`src/hw/acc_pkg.sv`:
```
/*
 * constants shared by the converter control block: register field
 * positions, written codes, input-select codes and conversion timing.
 * assumes register bytes arrive as plain ports with no bus decode.
 */
package acc_pkg;

    // first control byte
    localparam int unsigned ENABLE_BIT      = 5;
    localparam int unsigned CHAN_SEL_LSB    = 0;
    localparam int unsigned CHAN_SEL_W      = 4;

    // clock and input control byte
    localparam int unsigned CLK_SEL_LSB     = 0;
    localparam int unsigned CLK_SEL_W       = 3;
    localparam int unsigned SRC_SEL_LSB     = 4;
    localparam int unsigned SRC_SEL_W       = 4;

    // reference control byte
    localparam int unsigned REF_SEL_LSB     = 0;
    localparam int unsigned REF_SEL_W       = 2;

    // port a pin-function select byte: field for the channel-zero pin
    localparam int unsigned PIN_FN_LSB      = 6;
    localparam int unsigned PIN_FN_W        = 2;
    localparam logic [1:0]  PIN_FN_ANALOG   = 2'h1;

    // input source codes
    localparam logic [3:0]  SRC_EXT_A       = 4'h0;
    localparam logic [3:0]  SRC_EXT_B       = 4'h4;
    localparam logic [3:0]  SRC_EXT_C_LO    = 4'hc;
    localparam logic [3:0]  SRC_AMP_FIRST   = 4'h8;
    localparam logic [3:0]  SRC_AMP_SECOND  = 4'h9;

    // result and timing
    localparam int unsigned RES_W           = 12;
    localparam logic [11:0] RES_MSB_MASK    = 12'h800;
    localparam int unsigned SAMPLE_TICKS    = 4;
    localparam int unsigned CONVERT_TICKS   = 12;
    localparam int unsigned TOTAL_TICKS     = SAMPLE_TICKS + CONVERT_TICKS;
    localparam int unsigned DIV_W           = 7;

    typedef enum logic [1:0] {
        ACC_IDLE,
        ACC_ARMED,
        ACC_SAMPLE,
        ACC_CONVERT
    } acc_state_e;

endpackage

```
`src/hw/acc_tick_gen.sv`:
```
/*
 * conversion clock enable: one-cycle pulse every 2^sel system clocks.
 * assumes the caller restarts it to align the phase with a conversion.
 */
`timescale 1ns/1ps

module acc_tick_gen #(
    parameter int unsigned DIV_W = 7
) (
    // clock and reset
    input  wire logic             core_clk,
    input  wire logic             rst_b,
    // control
    input  wire logic             restart,
    input  wire logic [2:0]       div_sel,
    // enable out
    output logic                  tick
);

    logic [DIV_W-1:0] cnt_ff;
    logic [DIV_W-1:0] div_mask;
    logic             tick_ff;

    // low bits all ones mark the end of one divided period
    assign div_mask = DIV_W'((8'h01 << div_sel) - 8'h01);
    assign tick     = tick_ff;

    // free running counter, cleared so a conversion starts on a full period
    always_ff @(posedge core_clk)
    begin
        if (!rst_b || restart)
            cnt_ff <= '0;
        else
            cnt_ff <= cnt_ff + DIV_W'(1);
    end

    // pulse register
    always_ff @(posedge core_clk)
    begin
        if (!rst_b || restart)
            tick_ff <= 1'b0;
        else
            tick_ff <= ((cnt_ff & div_mask) == div_mask);
    end

endmodule

```
`src/hw/acc_adc_ctrl.sv`:
```
/*
 * control logic of a 12-bit successive-approximation converter: power,
 * input routing, start sequence, sample/convert timing, busy, interrupt
 * flag and result bytes.
 * assumes register bytes are plain ports held by the cpu side, a
 * comparator bit from the analog core, and one 200 MHz clock.
 */
`timescale 1ns/1ps

// Operation
// clearing the enable bit powers down every converter circuit
// result is 12-bit unsigned, full scale all ones, step of vref/4096
// start low-high-low: high resets converter, falling edge begins conversion
// busy flag high during conversion, cleared at completion, pollable
// completion sets the interrupt flag; software clears it and enables interrupts
// result read as a low byte and a high byte
// clock control value 03h selects system clock divided by eight
// 20h first control, 00h reference control: enabled, channel zero
// pin-function value 40h switches pin to analog channel zero
// both proximity amplifier outputs selectable as internal converter inputs
// codes 1000 and 1001 route first and second amplifier, external off
// conversion takes 16 clock periods: 4 sampling then 12 converting
// result holds until next completion; one interrupt per conversion
module acc_adc_ctrl (
    // clock and reset
    input  wire logic        core_clk,
    input  wire logic        rst_b,
    // register bytes from software
    input  wire logic [7:0]  converter_control_first,
    input  wire logic [7:0]  converter_clock_input_control,
    input  wire logic [7:0]  converter_reference_control,
    input  wire logic [7:0]  porta_pin_function_select,
    input  wire logic        start_bit,
    input  wire logic        conversion_irq_enable,
    input  wire logic        global_irq_enable,
    input  wire logic        conversion_irq_flag_clr,
    // analog core feedback
    input  wire logic        cmp_above,
    // status and result
    output logic             conversion_busy_flag,
    output logic             conversion_irq_flag,
    output logic             conversion_irq_req,
    output logic [7:0]       result_low_byte,
    output logic [7:0]       result_high_byte,
    // analog core control
    output logic             analog_power_en,
    output logic             sample_en,
    output logic [11:0]      sar_trial_code,
    output logic [1:0]       reference_source_select,
    output logic             external_channel_zero_pin_en,
    output logic             ext_channel_connect,
    output logic [3:0]       ext_channel_sel,
    output logic [3:0]       internal_source_sel,
    output logic             first_stage_amp_route,
    output logic             second_stage_amp_route
);

    ////////////////////////////////////////////////////////////////////////
    // field decode

    logic       converter_power_enable;
    logic [2:0] conversion_clock_select;
    logic [3:0] input_source_select;
    logic [3:0] chan_sel;
    logic       src_external;

    assign converter_power_enable  = converter_control_first[acc_pkg::ENABLE_BIT];
    assign chan_sel                = converter_control_first[acc_pkg::CHAN_SEL_LSB
                                         +: acc_pkg::CHAN_SEL_W];
    assign conversion_clock_select = converter_clock_input_control[acc_pkg::CLK_SEL_LSB
                                         +: acc_pkg::CLK_SEL_W];
    assign input_source_select     = converter_clock_input_control[acc_pkg::SRC_SEL_LSB
                                         +: acc_pkg::SRC_SEL_W];
    // external codes; every other code is an internal source and wins
    assign src_external = (input_source_select == acc_pkg::SRC_EXT_A)
                       || (input_source_select == acc_pkg::SRC_EXT_B)
                       || (input_source_select >= acc_pkg::SRC_EXT_C_LO);

    ////////////////////////////////////////////////////////////////////////
    // start edges and clock enable

    logic start_d_ff;
    logic start_rise;
    logic start_fall;
    logic tick;

    assign start_rise = start_bit && !start_d_ff;
    assign start_fall = !start_bit && start_d_ff;

    // previous start level for edge detection
    always_ff @(posedge core_clk)
    begin
        if (!rst_b)
            start_d_ff <= 1'b0;
        else
            start_d_ff <= start_bit;
    end

    // divide by 2^select, so 3 gives system clock over eight
    acc_tick_gen #(
        .DIV_W    (acc_pkg::DIV_W)
    ) u_tick (
        .core_clk (core_clk),
        .rst_b    (rst_b),
        .restart  (start_rise || start_fall || !converter_power_enable),
        .div_sel  (conversion_clock_select),
        .tick     (tick)
    );

    ////////////////////////////////////////////////////////////////////////
    // conversion sequencer

    acc_pkg::acc_state_e state_ff;
    logic [1:0]          samp_cnt_ff;
    logic [11:0]         trial_ff;
    logic [11:0]         mask_ff;
    logic [11:0]         nxt_kept;
    logic                done;

    // keep the trial bit only when the input sits at or above it
    assign nxt_kept = cmp_above ? trial_ff : (trial_ff & ~mask_ff);
    assign done     = (state_ff == acc_pkg::ACC_CONVERT) && tick && mask_ff[0];

    // disable forces idle; R03 rise resets, fall launches
    always_ff @(posedge core_clk)
    begin
        if (!rst_b || !converter_power_enable)
            state_ff <= acc_pkg::ACC_IDLE;
        else if (start_rise)
            state_ff <= acc_pkg::ACC_ARMED;
        else if (start_fall && state_ff == acc_pkg::ACC_ARMED)
            state_ff <= acc_pkg::ACC_SAMPLE;
        else
        begin
            case (state_ff)
                acc_pkg::ACC_SAMPLE:
                    if (tick && samp_cnt_ff == 2'(acc_pkg::SAMPLE_TICKS - 1))
                        state_ff <= acc_pkg::ACC_CONVERT;
                acc_pkg::ACC_CONVERT:
                    if (done)
                        state_ff <= acc_pkg::ACC_IDLE;
                default:
                    state_ff <= state_ff;
            endcase
        end
    end

    // four sampling periods counted here
    always_ff @(posedge core_clk)
    begin
        if (!rst_b || state_ff != acc_pkg::ACC_SAMPLE)
            samp_cnt_ff <= '0;
        else if (tick)
            samp_cnt_ff <= samp_cnt_ff + 2'h1;
    end

    // one bit decided per period, msb first, twelve periods
    always_ff @(posedge core_clk)
    begin
        if (!rst_b || state_ff == acc_pkg::ACC_SAMPLE)
        begin
            trial_ff <= acc_pkg::RES_MSB_MASK;
            mask_ff  <= acc_pkg::RES_MSB_MASK;
        end
        else if (state_ff == acc_pkg::ACC_CONVERT && tick && !mask_ff[0])
        begin
            trial_ff <= nxt_kept | (mask_ff >> 1);
            mask_ff  <= mask_ff >> 1;
        end
        else if (done)
            trial_ff <= nxt_kept;
    end

    ////////////////////////////////////////////////////////////////////////
    // status, result and interrupt

    logic        busy_ff;
    logic        irq_flag_ff;
    logic        irq_req_ff;
    logic [11:0] result_ff;

    // busy from launch to completion, dropped by reset, disable or a start rise
    always_ff @(posedge core_clk)
    begin
        if (!rst_b || !converter_power_enable || start_rise || done)
            busy_ff <= 1'b0;
        else if (start_fall && state_ff == acc_pkg::ACC_ARMED)
            busy_ff <= 1'b1;
    end

    // unsigned 12-bit code kept until the next completion
    always_ff @(posedge core_clk)
    begin
        if (!rst_b)
            result_ff <= '0;
        else if (done)
            result_ff <= nxt_kept;
    end

    // set on completion wins over a software clear in the same cycle
    always_ff @(posedge core_clk)
    begin
        if (!rst_b)
            irq_flag_ff <= 1'b0;
        else if (done)
            irq_flag_ff <= 1'b1;
        else if (conversion_irq_flag_clr)
            irq_flag_ff <= 1'b0;
    end

    // request only with both enables set
    always_ff @(posedge core_clk)
    begin
        if (!rst_b)
            irq_req_ff <= 1'b0;
        else
            irq_req_ff <= irq_flag_ff && conversion_irq_enable && global_irq_enable;
    end

    ////////////////////////////////////////////////////////////////////////
    // analog routing, registered so every output leaves a flop

    logic       power_ff;
    logic       sample_ff;
    logic [1:0] ref_ff;
    logic       pin_an_ff;
    logic       ext_conn_ff;
    logic [3:0] ext_sel_ff;
    logic [3:0] int_sel_ff;
    logic       amp0_ff;
    logic       amp1_ff;

    // internal source overrides external; power, sampling, external connect and amp routes off when disabled
    always_ff @(posedge core_clk)
    begin
        if (!rst_b)
        begin
            power_ff    <= 1'b0;
            sample_ff   <= 1'b0;
            ref_ff      <= '0;
            ext_conn_ff <= 1'b0;
            ext_sel_ff  <= '0;
            int_sel_ff  <= '0;
            amp0_ff     <= 1'b0;
            amp1_ff     <= 1'b0;
        end
        else
        begin
            power_ff    <= converter_power_enable;
            sample_ff   <= converter_power_enable && (state_ff == acc_pkg::ACC_SAMPLE);
            ref_ff      <= converter_reference_control[acc_pkg::REF_SEL_LSB
                               +: acc_pkg::REF_SEL_W];
            ext_conn_ff <= converter_power_enable && src_external;
            ext_sel_ff  <= chan_sel;
            int_sel_ff  <= src_external ? 4'h0 : input_source_select;
            amp0_ff     <= converter_power_enable
                        && (input_source_select == acc_pkg::SRC_AMP_FIRST);
            amp1_ff     <= converter_power_enable
                        && (input_source_select == acc_pkg::SRC_AMP_SECOND);
        end
    end

    // pin goes analog when its function field reads analog
    always_ff @(posedge core_clk)
    begin
        if (!rst_b)
            pin_an_ff <= 1'b0;
        else
            pin_an_ff <= porta_pin_function_select[acc_pkg::PIN_FN_LSB
                             +: acc_pkg::PIN_FN_W] == acc_pkg::PIN_FN_ANALOG;
    end

    // result split into two bytes, high byte zero-padded
    assign result_low_byte              = result_ff[7:0];
    assign result_high_byte             = {4'h0, result_ff[11:8]};
    assign conversion_busy_flag         = busy_ff;
    assign conversion_irq_flag          = irq_flag_ff;
    assign conversion_irq_req           = irq_req_ff;
    assign analog_power_en              = power_ff;
    assign sample_en                    = sample_ff;
    assign sar_trial_code               = trial_ff;
    assign reference_source_select      = ref_ff;
    assign external_channel_zero_pin_en = pin_an_ff;
    assign ext_channel_connect          = ext_conn_ff;
    assign ext_channel_sel              = ext_sel_ff;
    assign internal_source_sel          = int_sel_ff;
    assign first_stage_amp_route        = amp0_ff;
    assign second_stage_amp_route       = amp1_ff;

    ////////////////////////////////////////////////////////////////////////
    // checks

    logic [4:0] tick_cnt_ff;

    // helper: periods seen since launch
    always_ff @(posedge core_clk)
    begin
        if (!rst_b || !busy_ff)
            tick_cnt_ff <= '0;
        else if (tick)
            tick_cnt_ff <= tick_cnt_ff + 5'h1;
    end
endmodule

```
`config.mk`:
```
export PLATFORM = sky130hd
export DESIGN_NAME = acc_adc_ctrl
export DESIGN_NICKNAME = d
export VERILOG_FILES = /design/src/hw/acc_pkg.sv /design/src/hw/acc_tick_gen.sv /design/src/hw/acc_adc_ctrl.sv
export SDC_FILE = /design/constraint.sdc
export NUM_CORES = 1
export LEC_CHECK = 0
export ABC_AREA = 0
export BUFFER_PORTS_ARGS = -buffer_cell sky130_fd_sc_hd__clkbuf_2
export CORE_MARGIN = 2
export CORE_UTILIZATION = 53
export DETAILED_ROUTE_END_ITERATION = 10
export PLACE_DENSITY = 0.8
export SETUP_SLACK_MARGIN = 0.02
export SYNTH_ARGS = -nofsm -noshare
export SYNTH_HDL_FRONTEND = slang
export SYNTH_SLANG_ARGS = --single-unit
```
`constraint.sdc`:
```
create_clock -name core_clk -period 2.2 [get_ports core_clk]
set_clock_uncertainty 0.15 [all_clocks]
set_input_delay 0.22 -clock core_clk [delete_from_list [all_inputs] [get_ports core_clk]]
set_output_delay 0.22 -clock core_clk [all_outputs]
set_load 0.05 [all_outputs]
```
==> impl_results.md <==
- Status: finished, final reports clean
- Synth top area share: 52.7%
- Post-synth top area cell: dfxtp_1
- Diodes inserted: 0
- Final TNS setup: 0 ps
- H-tree depth: 3
- Sequential element share of the synthesized area: 52.7%
- Iter 0 DRT Violations: 111
- Critical Path AT: 1890 ps
- DR DRC count: 0
- Nets: 406
- P per Cell Area: 783 nW/um^2
- Synth unique cells: 43
- Register area: 1360 um^2
- Fmax: 564 MHz
- First-pass GRT wire length: 8.74 mm
- Via count: 2138
- CP Max Fanout: 7
- WL final: 5.57 mm
- Area grow syn2layout: 26.9%
- Width of the die: 73.8 um
- Hold WC Path Type: in2reg
- Total track usage: 21.4%
- Crit-path slowest cell: dlygate4sd3_1
- Worst-Skew Late Latency: 340 ps
- LEAKAGE: 0.00135 uW
- Final Wtd Congestion: 0.785
- Footprint of the multi-input gates: 1090 um^2
- Sink Count: 68
- Hold WS: 10.8 ps
- Data required, critical path: 2320 ps
- Worst R2R Setup Slack: 550 ps
- Ys Warns: 0
- Peak VDD IR: 0.476 mV
- Final Hold Viols: 0
- Num rows: 25
- Post-CTS Setup Repair Bufs: 0
- Top-count cell post-synth: dfxtp_1
- GRT overflow: 0
- Period utilization: 80.6%
- CTS resizes: 0
- Fill cell count: 382
- Worst-case clock buffer depth: 2
- DRT Pass-1 Iters: 4
- CP endpoint kind: register
- Root buf cell: clkbuf_8
- CP cell instances: dlygate4sd3_1 -> clkbuf_2 -> inv_1 -> ha_1 -> nand3_1 -> a221o_1 -> a21oi_1
- Dominant cells by area after synthesis: dfxtp_1 (53%), nand2_1 (8.6%), a21oi_1 (5.2%)
- CP peak stage delay: 520 ps
- Initial antenna violation count: 0
- Largest net degree at the start of global routing: 24
- Clock-pin slew on the worst setup and hold paths: 80 ps
- Maxcap violations: 0
- Synth Flop Type: dfxtp_1
- Synth top cells by count: dfxtp_1 (68), nand2_1 (59), a21oi_1 (27)
- RSZ-0062 raised after global routing: no
- CTS tree: done
- Die Y: 73.8 um
- Cts bufs inserted: 9
- Avg WL per Cell: 12.8 um
- Vias in the first global route: 1905
- Layout cell share with drive strength beyond 1: 24.5%
- Post-CTS Hold Fix Bufs: 15
- Final Setup Violations: 0
- CP Launch Type: input port
- Core Area: 4720 um^2
- Final min period: 1770 ps
- Post-Synthesis Cells: 284
- Asr flop ratio synth: 0%
- Initial Util: 54.6%
- Port buffer count: 65
- IO Pins: 86
- DRT antenna net count: 0
- End-of-flow core utilization: 69.4%
- Post-Syn Area: 2580 um^2
- Final Max Tran Viols: 0
- Average size of a mapped cell: 9.09 um^2
- Number of synthesized register bits: 68
- Setup CP Type: in2reg
- Vias per inst: 4.91
- DPL Wire Length: 3.47 mm
- Full die area: 5440 um^2
- Post-synth EDFFs: 0
[logic make-up (layout without fill, tap and decap cells)]
logic type	after synthesis	after routing	share of synthesized area (%)
XOR/XNOR	5	5	1.70
flip-flops	68	68	52.7
AO/OA/AOI/OAI	52	52	12.3
AND/OR/NAND/NOR	129	129	25.4
multiplexers	1	1	0.388
adder cells (fa/ha/maj)	4	4	1.94
buffers and inverters	24	105	5.48
other	1	4	0.145
[critical path, delay by kind of cell]
family	cells	cell delay [ps]
adder cells (fa/ha/maj)	1	290
AO/OA/AOI/OAI	2	460
AND/OR/NAND/NOR	1	230
buffers and inverters	3	690
[power by group]
| group | internal [uW] | switching, uW |
|---|---|---|
| Combinational | 57.7 | 108 |
| Sequential | 1250 | 7.67 |
| Clock | 643 | 504 |
[worst paths after layout]
check	from	end	cells past startpoint
worst max-delay path	start_bit	u_tick.tick	7
worst max register to register	state_ff[1]	sar_trial_code[2]	4
worst min-delay path	conversion_irq_enable	conversion_irq_req	2
worst min register to register	result_ff[9]	result_ff[9]	2
[cells in the final DEF (no fill, tap or decap), types with 5 or more instances in the layout]
cell / instances
a21boi_0: 5
a21boi_1: 8
a21oi_1: 27
and2_1: 8
clkbuf_2: 65
clkbuf_8: 9
dfxtp_1: 68
dlygate4sd3_1: 15
inv_1: 6
nand2_1: 59
nand2b_1: 12
nand3_1: 18
nor2_1: 10
o21ai_0: 5
[area by class of cell]
class | instances | share of cell area (%)
flip-flops and latches | 68 | 41.6
multi-input cells | 195 | 33.3
repair buffers | 82 | 15.0
clock buffers | 9 | 3.78
clock inverters | 7 | 3.06
well taps | 67 | 2.56
inverters | 7 | 0.802
[metrics by stage]
step                      instance area, um^2  worst slack (ps)  cells  power (uW)
after floorplan                          2590               889    287        1390
after global placement                   2900               623    404        1420
after detailed placement                 2900               572    404        1420
after CTS                                3280               445    435        2570
after global routing                     3280               335    435        2640
final                                    3280               427    435        2570
[layer usage]
layer | track usage (%) | vias to the layer above | wire length [um]
met5 | 0 | - | 0
met4 | 9.09 | 0 | 85
met3 | 5.90 | 8 | 227
met2 | 33.8 | 48 | 2630
met1 | 27.4 | 979 | 2620
li1 | - | 1103 | -
[sequential cells by signal, summed over array words and instances, names as in the netlist]
| signal | count |
|---|---|
| start_d_ff | 1 |
| second_stage_amp_route | 1 |
| ext_channel_sel | 4 |
| first_stage_amp_route | 1 |
| mask_ff | 12 |
| external_channel_zero_pin_en | 1 |
| internal_source_sel | 4 |
| conversion_irq_flag | 1 |
| sar_trial_code | 12 |
| reference_source_select | 2 |
| samp_cnt_ff | 2 |
| sample_en | 1 |
| result_ff | 12 |
| conversion_irq_req | 1 |
| analog_power_en | 1 |
| ext_channel_connect | 1 |
| state_ff | 2 |
| u_tick.cnt_ff | 7 |
| conversion_busy_flag | 1 |
| u_tick.tick | 1 |
Power figures use the tool's default switching activity.
